## src/design/fsr_pkg.sv

```systemverilog
// constants, command codes and carriers for the flash status register bank
// assumes a command sequencer that delivers whole decoded opcodes and data bytes
`default_nettype none
package fsr_pkg;

  // ********************************************************************
  // command opcodes as delivered by the serial front end
  // ********************************************************************
  localparam logic [7:0] OP_WRITE_ENABLE = 8'h06;
  localparam logic [7:0] OP_WRITE_DISABLE = 8'h04;
  localparam logic [7:0] OP_VOLATILE_ENABLE = 8'h50;
  localparam logic [7:0] OP_WRITE_FIRST = 8'h01;
  localparam logic [7:0] OP_WRITE_SECOND = 8'h31;
  localparam logic [7:0] OP_WRITE_THIRD = 8'h11;
  localparam logic [7:0] OP_READ_FIRST = 8'h05;
  localparam logic [7:0] OP_READ_SECOND = 8'h35;
  localparam logic [7:0] OP_READ_THIRD = 8'h15;
  localparam logic [7:0] OP_PAGE_PROGRAM = 8'h02;
  localparam logic [7:0] OP_SECTOR_ERASE = 8'h20;
  localparam logic [7:0] OP_BLOCK_ERASE = 8'hD8;
  localparam logic [7:0] OP_CHIP_ERASE = 8'hC7;
  localparam logic [7:0] OP_RESET_ARM = 8'h66;
  localparam logic [7:0] OP_RESET_GO = 8'h99;
  localparam logic [7:0] OP_QPI_ENTER = 8'h38;
  localparam logic [7:0] OP_QPI_EXIT = 8'hFF;

  // ********************************************************************
  // field positions within the written data byte
  // ********************************************************************
  localparam int B_SEL_ZERO = 7;
  localparam int B_GRAN = 6;
  localparam int B_DIR = 5;
  localparam int B_RANGE_MSB = 4;
  localparam int B_RANGE_LSB = 2;
  localparam int B_CMP = 6;
  localparam int B_LOCK_MSB = 5;
  localparam int B_LOCK_LSB = 2;
  localparam int B_QUAD = 1;
  localparam int B_SEL_ONE = 0;

  // ********************************************************************
  // carriers
  // ********************************************************************
  typedef struct packed {
    logic protect_selector_zero;
    logic protect_granularity;
    logic protect_direction;
    logic [2:0] protect_range;
    logic complement_protection;
    logic quad_enable;
    logic protect_selector_one;
  } fsr_prot_s;

  typedef struct packed {
    logic shared_pin_function_select;
    logic drive_strength_high;
    logic drive_strength_low;
    logic high_frequency_enable;
    logic [3:0] read_latency_field;
  } fsr_third_s;

  typedef struct packed {
    logic valid;
    logic [7:0] opcode;
    logic [7:0] data;
  } fsr_cmd_s;

  typedef struct packed {
    logic [7:0] first_status_register;
    logic [7:0] second_status_register;
    logic [7:0] third_status_register;
  } fsr_status_s;

  typedef struct packed {
    fsr_prot_s prot;
    logic [3:0] security_lock;
    logic wp_fn_en;
    logic hold_fn_en;
    logic reset_fn_en;
    logic qpi_mode;
    logic variable_latency_en;
  } fsr_cfg_s;

  // ********************************************************************
  // reset values
  // ********************************************************************
  localparam fsr_prot_s PROT_RESET = '0;
  localparam logic [3:0] LOCK_RESET = 4'h0;
  localparam logic [3:0] LC_RESET = 4'h0;
  localparam logic [3:0] LC_FIXED = 4'h0;
  localparam fsr_third_s THIRD_RESET = '{1'h0, 1'h1, 1'h0, 1'h0, LC_RESET};
  localparam logic LOCK_ZERO_FIXED = 1'h1;

endpackage : fsr_pkg
`default_nettype wire

```

## src/design/fsr_status_bank.sv

```systemverilog
// flash status register bank: three status registers, volatile and
// non-volatile copies of the first two, write-enable, busy and suspend state
// assumes a sequencer that hands over decoded commands one per cycle and an
// array engine that reports completion, suspend and resume as one-cycle pulses
//
// Overview of operation
// - first register bit 7: protect selector zero
// - first register bit 6: 64 kB or 4 kB granularity
// - first register bit 5: range from top or bottom
// - first register bit 1: read-only write-enable latch
// - first register bit 0: read-only busy flag
// - while busy only status reads are accepted
// - busy clears when the operation finishes
// - second register bit 7: read-only suspend flag
// - second register bit 6: complement protection map
// - second register bits 5..2: one-time security locks
// - security register zero always reads locked
// - second register bit 1: quad enable, pins become data
// - second register bit 0: protect selector one
// - protection bits kept in volatile and non-volatile copies
// - non-volatile write refused after volatile write
// - third register bit 7: hold or reset pin
// - pin function only active while quad disabled
// - third register bits 6..5: drive strength, reset 10
// - third register bit 4: high-frequency enable
// - third register bits 3..0: read latency cycles
// - latency zero selects fixed per-command latency
// - leaving quad-peripheral mode restores latency default
// - write enable picks non-volatile, volatile enable volatile
// - latch set by write enable, cleared at completion
`timescale 1ns/1ns
`default_nettype none
module fsr_status_bank (
  input wire logic core_clk,                   // system clock, 125 MHz
  input wire logic rst,                        // asynchronous reset, active high
  input wire fsr_pkg::fsr_cmd_s cmd,           // decoded command from sequencer
  input wire logic op_done,                    // array or non-volatile write finished
  input wire logic op_suspended,               // array engine paused the operation
  input wire logic op_resumed,                 // array engine resumed the operation
  input wire logic write_protect_n,            // write-protect pin, low protects
  output logic op_start,                       // start pulse to the array engine
  output logic rd_valid,                       // read data valid pulse
  output logic [7:0] rd_data,                  // status byte for a read command
  output fsr_pkg::fsr_status_s status,         // live view of all three registers
  output fsr_pkg::fsr_cfg_s cfg                // effective configuration
);
  import fsr_pkg::*;

  // ********************************************************************
  // helper functions
  // ********************************************************************
  // status reads are the only commands that pass while busy
  function automatic logic is_read(input logic [7:0] op);
    is_read = (op == OP_READ_FIRST) || (op == OP_READ_SECOND) || (op == OP_READ_THIRD);
  endfunction : is_read

  // protection check from the selector bits and the write-protect pin
  function automatic logic wr_allowed(input fsr_prot_s p, input logic wp_n);
    if (p.protect_selector_one) begin
      wr_allowed = 1'h0;                        // lock-down or one-time lock
    end else if (p.protect_selector_zero) begin
      wr_allowed = p.quad_enable | wp_n;        // pin ignored once it is a data line
    end else begin
      wr_allowed = 1'h1;
    end
  endfunction : wr_allowed

  // merges a written byte into a protection copy
  function automatic fsr_prot_s merge_prot(input fsr_prot_s base, input logic [7:0] op,
                                           input logic [7:0] d);
    merge_prot = base;
    if (op == OP_WRITE_FIRST) begin
      merge_prot.protect_selector_zero = d[B_SEL_ZERO];
      merge_prot.protect_granularity = d[B_GRAN];
      merge_prot.protect_direction = d[B_DIR];
      merge_prot.protect_range = d[B_RANGE_MSB:B_RANGE_LSB];
    end else begin
      merge_prot.complement_protection = d[B_CMP];
      merge_prot.quad_enable = d[B_QUAD];
      merge_prot.protect_selector_one = d[B_SEL_ONE];
    end
  endfunction : merge_prot

  // ********************************************************************
  // state
  // ********************************************************************
  fsr_prot_s nv_q, nv_d, vol_q, vol_d, pend_q, pend_d;
  fsr_third_s third_q, third_d;
  logic [3:0] lock_q, lock_d, pend_lock_q, pend_lock_d;
  logic wel_q, wel_d, busy_q, busy_d, sus_q, sus_d;
  logic vwe_q, vwe_d, volw_q, volw_d, pend_nv_q, pend_nv_d;
  logic arm_q, arm_d, qpi_q, qpi_d, rd_valid_q, rd_valid_d;
  logic [7:0] rd_data_q, rd_data_d;
  logic accept;
  logic [7:0] first_view, second_view;
  fsr_prot_s wr_vol, wr_nv;

  // register images; latch, busy and suspend come from live flags only
  assign first_view = {vol_q.protect_selector_zero,
                       vol_q.protect_granularity,
                       vol_q.protect_direction,
                       vol_q.protect_range,
                       wel_q,
                       busy_q};
  assign second_view = {sus_q,
                        vol_q.complement_protection,
                        lock_q[3:1],
                        LOCK_ZERO_FIXED,
                        vol_q.quad_enable,
                        vol_q.protect_selector_one};
  assign status = '{first_view, second_view, third_q};

  // effective configuration; the volatile copy governs behaviour
  assign cfg.prot = vol_q;
  assign cfg.security_lock = {lock_q[3:1], LOCK_ZERO_FIXED};
  assign cfg.wp_fn_en = ~vol_q.quad_enable;
  assign cfg.hold_fn_en = ~vol_q.quad_enable & ~third_q.shared_pin_function_select;
  assign cfg.reset_fn_en = ~vol_q.quad_enable & third_q.shared_pin_function_select;
  assign cfg.qpi_mode = qpi_q;
  assign cfg.variable_latency_en = (third_q.read_latency_field != LC_FIXED);
  assign rd_valid = rd_valid_q;
  assign rd_data = rd_data_q;
  // candidate images for a status write
  assign wr_vol = merge_prot(vol_q, cmd.opcode, cmd.data);
  assign wr_nv = merge_prot(nv_q, cmd.opcode, cmd.data);
  // only reads get through while an operation runs
  assign accept = cmd.valid & (~busy_q | is_read(cmd.opcode));

  // ********************************************************************
  // next-state logic
  // ********************************************************************
  // completion is applied first; while busy no write can collide with it
  always_comb begin
    nv_d = nv_q;
    vol_d = vol_q;
    pend_d = pend_q;
    pend_lock_d = pend_lock_q;
    pend_nv_d = pend_nv_q;
    third_d = third_q;
    lock_d = lock_q;
    wel_d = wel_q;
    busy_d = busy_q;
    sus_d = sus_q;
    vwe_d = vwe_q;
    volw_d = volw_q;
    arm_d = arm_q;
    qpi_d = qpi_q;
    rd_valid_d = 1'h0;
    rd_data_d = rd_data_q;
    op_start = 1'h0;
    if (busy_q && op_done) begin
      busy_d = 1'h0;
      wel_d = 1'h0;
      if (pend_nv_q) begin
        nv_d = pend_q;
        vol_d = pend_q;
        lock_d = lock_q | pend_lock_q;                 // one-time bits only ever set
        pend_nv_d = 1'h0;
      end
    end
    // a suspended operation frees the command path until resumed
    if (busy_q && op_suspended) begin
      sus_d = 1'h1;
      busy_d = 1'h0;
    end else if (sus_q && op_resumed) begin
      sus_d = 1'h0;
      busy_d = 1'h1;
    end
    if (accept) begin
      arm_d = (cmd.opcode == OP_RESET_ARM);
      unique case (cmd.opcode)
        OP_WRITE_ENABLE: begin
          wel_d = 1'h1;
          vwe_d = 1'h0;
        end
        OP_WRITE_DISABLE: begin
          wel_d = 1'h0;
          vwe_d = 1'h0;
        end
        OP_VOLATILE_ENABLE: vwe_d = 1'h1;
        OP_WRITE_THIRD: begin
          // the third register is volatile and not guarded by the selectors
          if (vwe_q) begin
            third_d = cmd.data;
          end
          vwe_d = 1'h0;
        end
        OP_WRITE_FIRST, OP_WRITE_SECOND: begin
          // only protection fields are taken; read-only flags stay put
          if (vwe_q && wr_allowed(vol_q, write_protect_n)) begin
            vol_d = wr_vol;
            volw_d = 1'h1;
          end else if (wel_q && !vwe_q && !volw_q && wr_allowed(vol_q, write_protect_n)) begin
            pend_d = wr_nv;
            pend_lock_d = LOCK_RESET;
            if (cmd.opcode == OP_WRITE_SECOND) begin
              pend_lock_d = {cmd.data[B_LOCK_MSB:B_LOCK_LSB + 1], 1'h0};
            end
            pend_nv_d = 1'h1;
            busy_d = 1'h1;
            op_start = 1'h1;
          end
          vwe_d = 1'h0;
        end
        OP_PAGE_PROGRAM, OP_SECTOR_ERASE, OP_BLOCK_ERASE, OP_CHIP_ERASE: begin
          if (wel_q) begin
            busy_d = 1'h1;
            op_start = 1'h1;
          end
          vwe_d = 1'h0;
        end
        OP_READ_FIRST: begin
          rd_valid_d = 1'h1;
          rd_data_d = first_view;
        end
        OP_READ_SECOND: begin
          rd_valid_d = 1'h1;
          rd_data_d = second_view;
        end
        OP_READ_THIRD: begin
          rd_valid_d = 1'h1;
          rd_data_d = third_q;
        end
        OP_RESET_GO: begin
          // software reset reloads volatile copies and releases supply lock-down
          if (arm_q) begin
            vol_d = nv_q;
            if (nv_q.protect_selector_one && !nv_q.protect_selector_zero) begin
              vol_d.protect_selector_one = 1'h0;
            end
            third_d = THIRD_RESET;
            wel_d = 1'h0;
            vwe_d = 1'h0;
            volw_d = 1'h0;
            sus_d = 1'h0;
            qpi_d = 1'h0;
          end
        end
        OP_QPI_ENTER: qpi_d = qpi_q | vol_q.quad_enable;
        OP_QPI_EXIT: begin
          if (qpi_q) begin
            qpi_d = 1'h0;
            third_d.read_latency_field = LC_RESET;
          end
        end
        default: ;
      endcase
    end
  end

  // ********************************************************************
  // registers
  // ********************************************************************
  // hardware reset stands for a power cycle: both copies fall to factory values
  always_ff @(posedge core_clk or posedge rst) begin
    if (rst) begin
      nv_q <= PROT_RESET;
      vol_q <= PROT_RESET;
      pend_q <= PROT_RESET;
      pend_lock_q <= LOCK_RESET;
      pend_nv_q <= 1'h0;
      third_q <= THIRD_RESET;
      lock_q <= LOCK_RESET;
      wel_q <= 1'h0;
      busy_q <= 1'h0;
      sus_q <= 1'h0;
      vwe_q <= 1'h0;
      volw_q <= 1'h0;
      arm_q <= 1'h0;
      qpi_q <= 1'h0;
      rd_valid_q <= 1'h0;
      rd_data_q <= 8'h00;
    end else begin
      nv_q <= nv_d;
      vol_q <= vol_d;
      pend_q <= pend_d;
      pend_lock_q <= pend_lock_d;
      pend_nv_q <= pend_nv_d;
      third_q <= third_d;
      lock_q <= lock_d;
      wel_q <= wel_d;
      busy_q <= busy_d;
      sus_q <= sus_d;
      vwe_q <= vwe_d;
      volw_q <= volw_d;
      arm_q <= arm_d;
      qpi_q <= qpi_d;
      rd_valid_q <= rd_valid_d;
      rd_data_q <= rd_data_d;
    end
  end
endmodule : fsr_status_bank
`default_nettype wire
```

## config.mk

```make
export PLATFORM = sky130hd
export DESIGN_NAME = fsr_status_bank
export DESIGN_NICKNAME = d
export VERILOG_FILES = /design/src/design/fsr_pkg.sv /design/src/design/fsr_status_bank.sv
export SDC_FILE = /design/constraint.sdc
export NUM_CORES = 1
export LEC_CHECK = 0
export BUFFER_PORTS_ARGS = -buffer_cell sky130_fd_sc_hd__buf_4
export CAP_MARGIN = 5
export CORE_MARGIN = 2
export CORE_UTILIZATION = 30
export CTS_BUF_LIST = sky130_fd_sc_hd__clkbuf_8 sky130_fd_sc_hd__clkbuf_16
export CTS_CLUSTER_SIZE = 14
export DETAILED_ROUTE_END_ITERATION = 10
export PLACE_DENSITY_LB_ADDON = 0.1
export SLEW_MARGIN = 20
export SYNTH_ARGS = -nofsm -noshare
export SYNTH_HDL_FRONTEND = slang
export SYNTH_SLANG_ARGS = --single-unit
```

## constraint.sdc

```tcl
create_clock -name core_clk -period 2.45 [get_ports core_clk]
set_clock_uncertainty 0.1 [all_clocks]
set_input_delay 0.3675 -clock core_clk [delete_from_list [all_inputs] [get_ports core_clk]]
set_output_delay 0.3675 -clock core_clk [all_outputs]
set_load 0.02 [all_outputs]
```

== Word-level counts from Yosys, hierarchy flattened ==
Cells that the tools add are included.
Storage, ports and cells
  flip-flop bits (word level): 60
  input port bits: 23
  word-level logic and storage cells: 163
Operators by class
  eq/ne operators: 23
  muxes and demuxes: 59
  bitwise operators: 11
  reduce and logical (&&, ||, !) cells: 32
Operators with widths (count)
  two-way mux 9 bit: 5
  two-way mux 1 bit: 36
  == test 8 x 6 -> 1 bit, second input constant: 4
  == test 8 bit, second input constant: 4
  == test 8 x 3 -> 1 bit, second input constant: 3
  one-hot mux 8 bit (3 select lines): 1
  one-hot mux 9 bit (2 select lines): 1
  == test 8 x 5 -> 1 bit, second input constant: 2
  == test 8 x 7 -> 1 bit, second input constant: 2
  two-way mux 8 bit: 2
  two-way mux 6 bit: 2
  one-hot mux 4 bit (3 select lines): 1
  AND reduction 4 bit: 3
  nonzero test 3 bit: 4
  one-hot mux 1 bit (3 select lines): 3
  OR reduction 9 bit: 1
  == test 8 x 1 -> 1 bit, second input constant: 1
  == test 8 x 2 -> 1 bit, second input constant: 1
  logical AND 1 bit: 8
  two-way mux 4 bit: 2
  inequality test 2 bit, second input constant: 4
  inequality test 4 bit, second input constant: 2
  one-hot mux 4 bit (2 select lines): 1
  two-way mux 3 bit: 2
  15 further kinds: 30

== Depth between registers and ports, before layout ==
  depth in word-level cells: 15
  gate-level depth with buffers: 7
  depth with buffers taken out: 5

== Worst setup path after synthesis ==
Ideal clock, no wire load.
  path type: input -> output
  start point: input port cmd[14] in the netlist's numbering
  end point: output port op_start
  arrival: 2.013 ns
  setup slack: -0.030 ns
  cell stages on the path: 6
  path buffers: 1
  cell sequence: or4b_1 -> buf_2 -> nor4_2 -> nand3_1 -> a21boi_0 -> nor2_1
Between the ends
  cells in the longest elaborated chain, start to end: 6
  elaborated cells on any way between the ends: 17
  classes of those cells: eq/ne (9); mux (2); bitwise (2); reduce/logical (4)
Ends and longest elaborated chain
  from (decl): line fsr_status_bank.sv:36  | input wire fsr_pkg::fsr_cmd_s cmd,
  == test 8 x 3 -> 1 bit / == test 8 x 6 -> 1 bit (equally long branches): line fsr_status_bank.sv:54  | is_read = (op == OP_READ_FIRST) || (op == OP_READ_SECOND) || (op == OP_READ_THIRD);
  logical OR 1 bit (2 in series): line fsr_status_bank.sv:54
  OR 1 bit: line fsr_status_bank.sv:127  | assign accept = cmd.valid & (~busy_q | is_read(cmd.opcode));
  bitwise AND 1 bit: line fsr_status_bank.sv:127
  two-way mux 1 bit (*): line fsr_status_bank.sv:169  | if (accept) begin
  to (decl): line fsr_status_bank.sv:41  | output logic op_start,
Mark *: on every way between the ends. The rest lies on a longest branch, timed or not.

== Final worst setup path ==
Same ends and word-level chain as after synthesis.

==> results.py <==
metrics = {
    "placed_design": {
        "portBuffers": 72,
        "place_inst": 615,
        "pre_cts_slack_ns": -0.144,
        "dpl.hpwl_um": 9210,
        "place_congestion": 0.900,
    },
    "sta": {
        "drv_slew": 0,
        "timing.fmax_ghz": 0.418,
        "fin_crit_ns": 2.39,
        "hold_violations": 0,
        "fin_crit_sh_pct": 97.7,
        "tightest_slew_ns": 0.626,
        "finalSetupViolations": 0,
        "slew_headroom_pct": 58.2,
        "setup_tns_ns": 0,
        "rsz0062_at_grt": "no",
        "finalWorstSetupSlack_ns": 0.0553,
    },
    "setup_path": {
        "worstReg2RegEnd": "cfg[14]$_DFFE_PP0P_",
        "worstSetupPathType": "in -> out",
        "reg2reg_setup_slack_ns": 0.32,
        "start_kind": "input port",
        "reg2reg_depth": 5,
        "cp.arrival_ns": 1.93,
        "required_ns": 1.98,
        "worstSetupEndpointType": "primary output",
        "r2r-start": "cfg[17]$_DFFE_PP0P_",
        "cp_max_fo": 4,
    },
    "worst_hold_path": {
        "min_path_type": "in -> async",
    },
    "synth": {
        "ys.flop_type": "dfrtp_1",
        "synth_area_leaders": "dfrtp_1 41%, nand2_1 6.5%, mux2_2 5.2%",
        "yosysUniqueCellTypes": 56,
        "syn_area_sq_um": 3450,
        "yosys.area.top_type": "dfrtp_1",
        "synthArstFlopShare_pct": 100,
        "yosys_warnings": 0,
        "ys_ff_latch": 58,
        "yosysSeqAreaShare_pct": 42.1,
        "syn_avg_cell_area_sq_um": 8.97,
        "synth-edff-count": 0,
        "synth_cells": 385,
        "synth.top_cell.area_share_pct": 41.3,
    },
    "pwr": {
        "total_power_w": 0.00279,
        "cellLeakagePower_nw": 2.21,
        "peakVddDrop_mv": 0.354,
        "cellPowerDensity_nw_per_um2": 595,
    },
    "clock_tree": {
        "cts_buffers": 9,
        "cts.sinks": 58,
        "cts_tree": "done",
        "clk_latency_ns": 0.33,
        "clockBufferDepth": 2,
        "htree_levels": 3,
        "clock-root-buffer": "clkbuf_16",
        "clkTransAtPathRegs_ns": 0.05,
    },
    "route": {
        "wl_per_cell_um": 19.0,
        "ant_nets": 0,
        "met2_length_um": 5570,
        "drt_iter0_drc": 229,
        "wl_met3_um": 668,
        "viasPerCell": 5.29,
        "drt_first_pass_iters": 5,
        "routed_wl_um": 12000,
        "top_layer_used": "met4",
        "vias": 3345,
        "drc_errors": 0,
        "wl_met1_um": 5650,
    },
    "cells_and_area": {
        "final_common_cell": "buf_4",
        "drive_above_1_share_pct": 34.8,
        "area_delta_synth_final_pct": 36.0,
        "nFillCells": 1198,
        "nets": 507,
        "antenna_cells": 0,
        "stdcell_count": 632,
        "final_cell_mix": "119 x buf_4, 60 x nand2_1, 57 x dfrtp_1, 26 x o21ai_0, 19 x inv_1",
    },
    "global_routing": {
        "grt_pass1_vias": 3147,
        "antenna_found_initial": 0,
        "grt_pass1_wl_um": 18800,
        "overflow": 0,
        "grt_usage_pct": 19.8,
        "grt_max_degree": 27,
    },
    "die": {
        "die_y_um": 111,
        "dieArea_sq_um": 12400,
        "fp.coreArea_sq_um": 11300,
        "initial_core_util_pct": 30.5,
        "dieWidth_um": 111,
        "placementRows": 39,
        "top_level_ports": 75,
    },
    "job": {
        "drv_cap": 0,
    },
    "status": {
        "outcome": "finished clean",
    },
}
## layer usage
metal / global-route usage, % / vias up
met5: 0 / -
met4: 5.93 / 0
met3: 2.95 / 8
met2: 30.4 / 122
met1: 28.8 / 1625
li1: - / 1590
## area by class of cell
| type | count | area, sq um | share of cell area (%) |
|---|---|---|---|
| Timing Repair Buffer | 121 | 933 | 19.9 |
| Inverter | 20 | 75.1 | 1.60 |
| Sequential cell | 58 | 1450 | 31.0 |
| Tap cell | 143 | 179 | 3.81 |
| Clock inverter | 7 | 68.8 | 1.47 |
| Multi-Input combinational cell | 274 | 1760 | 37.5 |
| Clock buffer | 9 | 225 | 4.80 |
## worst max-delay path by stage
stage                       start                          to  slack, ns  cells after the start
after floorplan           cmd[14]  pend_lock_q[1]$_DFFE_PP0P_       0.01                      7
after global placement    cmd[14]                    op_start      -0.15                      7
after detailed placement  cmd[14]                    op_start      -0.14                      7
after CTS                 cmd[14]                    op_start       0.01                      8
after global routing      cmd[14]                    op_start       0.02                      8
final                     cmd[14]                    op_start       0.06                      8
## Yosys cell counts, types with 2 or more instances
library cell and n:
nor2_1 14, a21o_1 6, a21oi_1 13, nand2b_1 4
nand3_1 15, dfrtp_1 57, nand2_1 60, and3_1 2
o211ai_1 6, nand4_1 10, a41oi_1 2, inv_1 20
o221ai_1 2, a31oi_1 2, o22a_1 2, o22ai_1 4
mux2i_1 6, mux2_2 16, o31ai_1 5, and2_1 4
nor4bb_1 3, a21boi_0 6, o21ai_0 27, o32ai_1 3
a22oi_1 2, buf_4 18, a22o_1 10, nor3_2 2
nor4b_1 4, nor2b_1 7, buf_2 2, a211oi_1 4
nor3_1 13, clkbuf_1 12
## sequential cells by signal (all words and copies together), names as in the netlist
| name | flops |
|---|---|
| status | 8 |
| pend_nv_q | 1 |
| busy_q | 1 |
| wel_q | 1 |
| lock_q | 3 |
| nv_q | 9 |
| vwe_q | 1 |
| pend_q | 9 |
| arm_q | 1 |
| cfg | 9 |
| rd_data | 8 |
| pend_lock_q | 3 |
| sus_q | 1 |
| rd_valid | 1 |
| qpi_q | 1 |
| volw_q | 1 |
## report_power, final
part / internal, W / total, W / switching (W) / leakage [nW]
clock: 0.000784 / 0.00126 / 0.000479 / 0.142
combinational: 0.000201 / 0.000477 / 0.000276 / 1.31
sequential: 0.000995 / 0.00105 / 0.0000588 / 0.754
## cell families (layout without fill, tap and decap cells)
group | Yosys count | after routing | synth area share, %
compound gates | 102 | 102 | 20.4
simple gates | 148 | 148 | 22.3
flops | 58 | 58 | 42.1
other cells | 1 | 2 | 0.109
mux | 22 | 22 | 6.96
buf+inv | 54 | 157 | 8.12
## metrics by stage
stage | util (%) | instance area, sq um | hold WS (ns)
finish | 41.5 | 4690 | 0.0281
global route | 41.5 | 4690 | 0.0725
CTS | 41.4 | 4680 | 0.0488
detailed placement | 38.5 | 4360 | 0.372
global placement | 38.5 | 4360 | 0.366
floorplan | - | 3460 | 0.343
## critical path, cell delays in order
cell     delay [ns]
buf_4          0.11
or4b_4         0.55
buf_4          0.16
o31ai_4        0.22
nand3_2        0.12
buf_4          0.17
nor2_2         0.09
buf_4          0.14
## repair_timing
item / in CTS / in global routing
endpoints found under the setup margin: 1 / 1
hold buffers: 0 / 0
pin swaps: 3 / 1
gates resized for setup: 4 / 4
buffers inserted: 1 / 0
(Power assumes the default switching activity.)
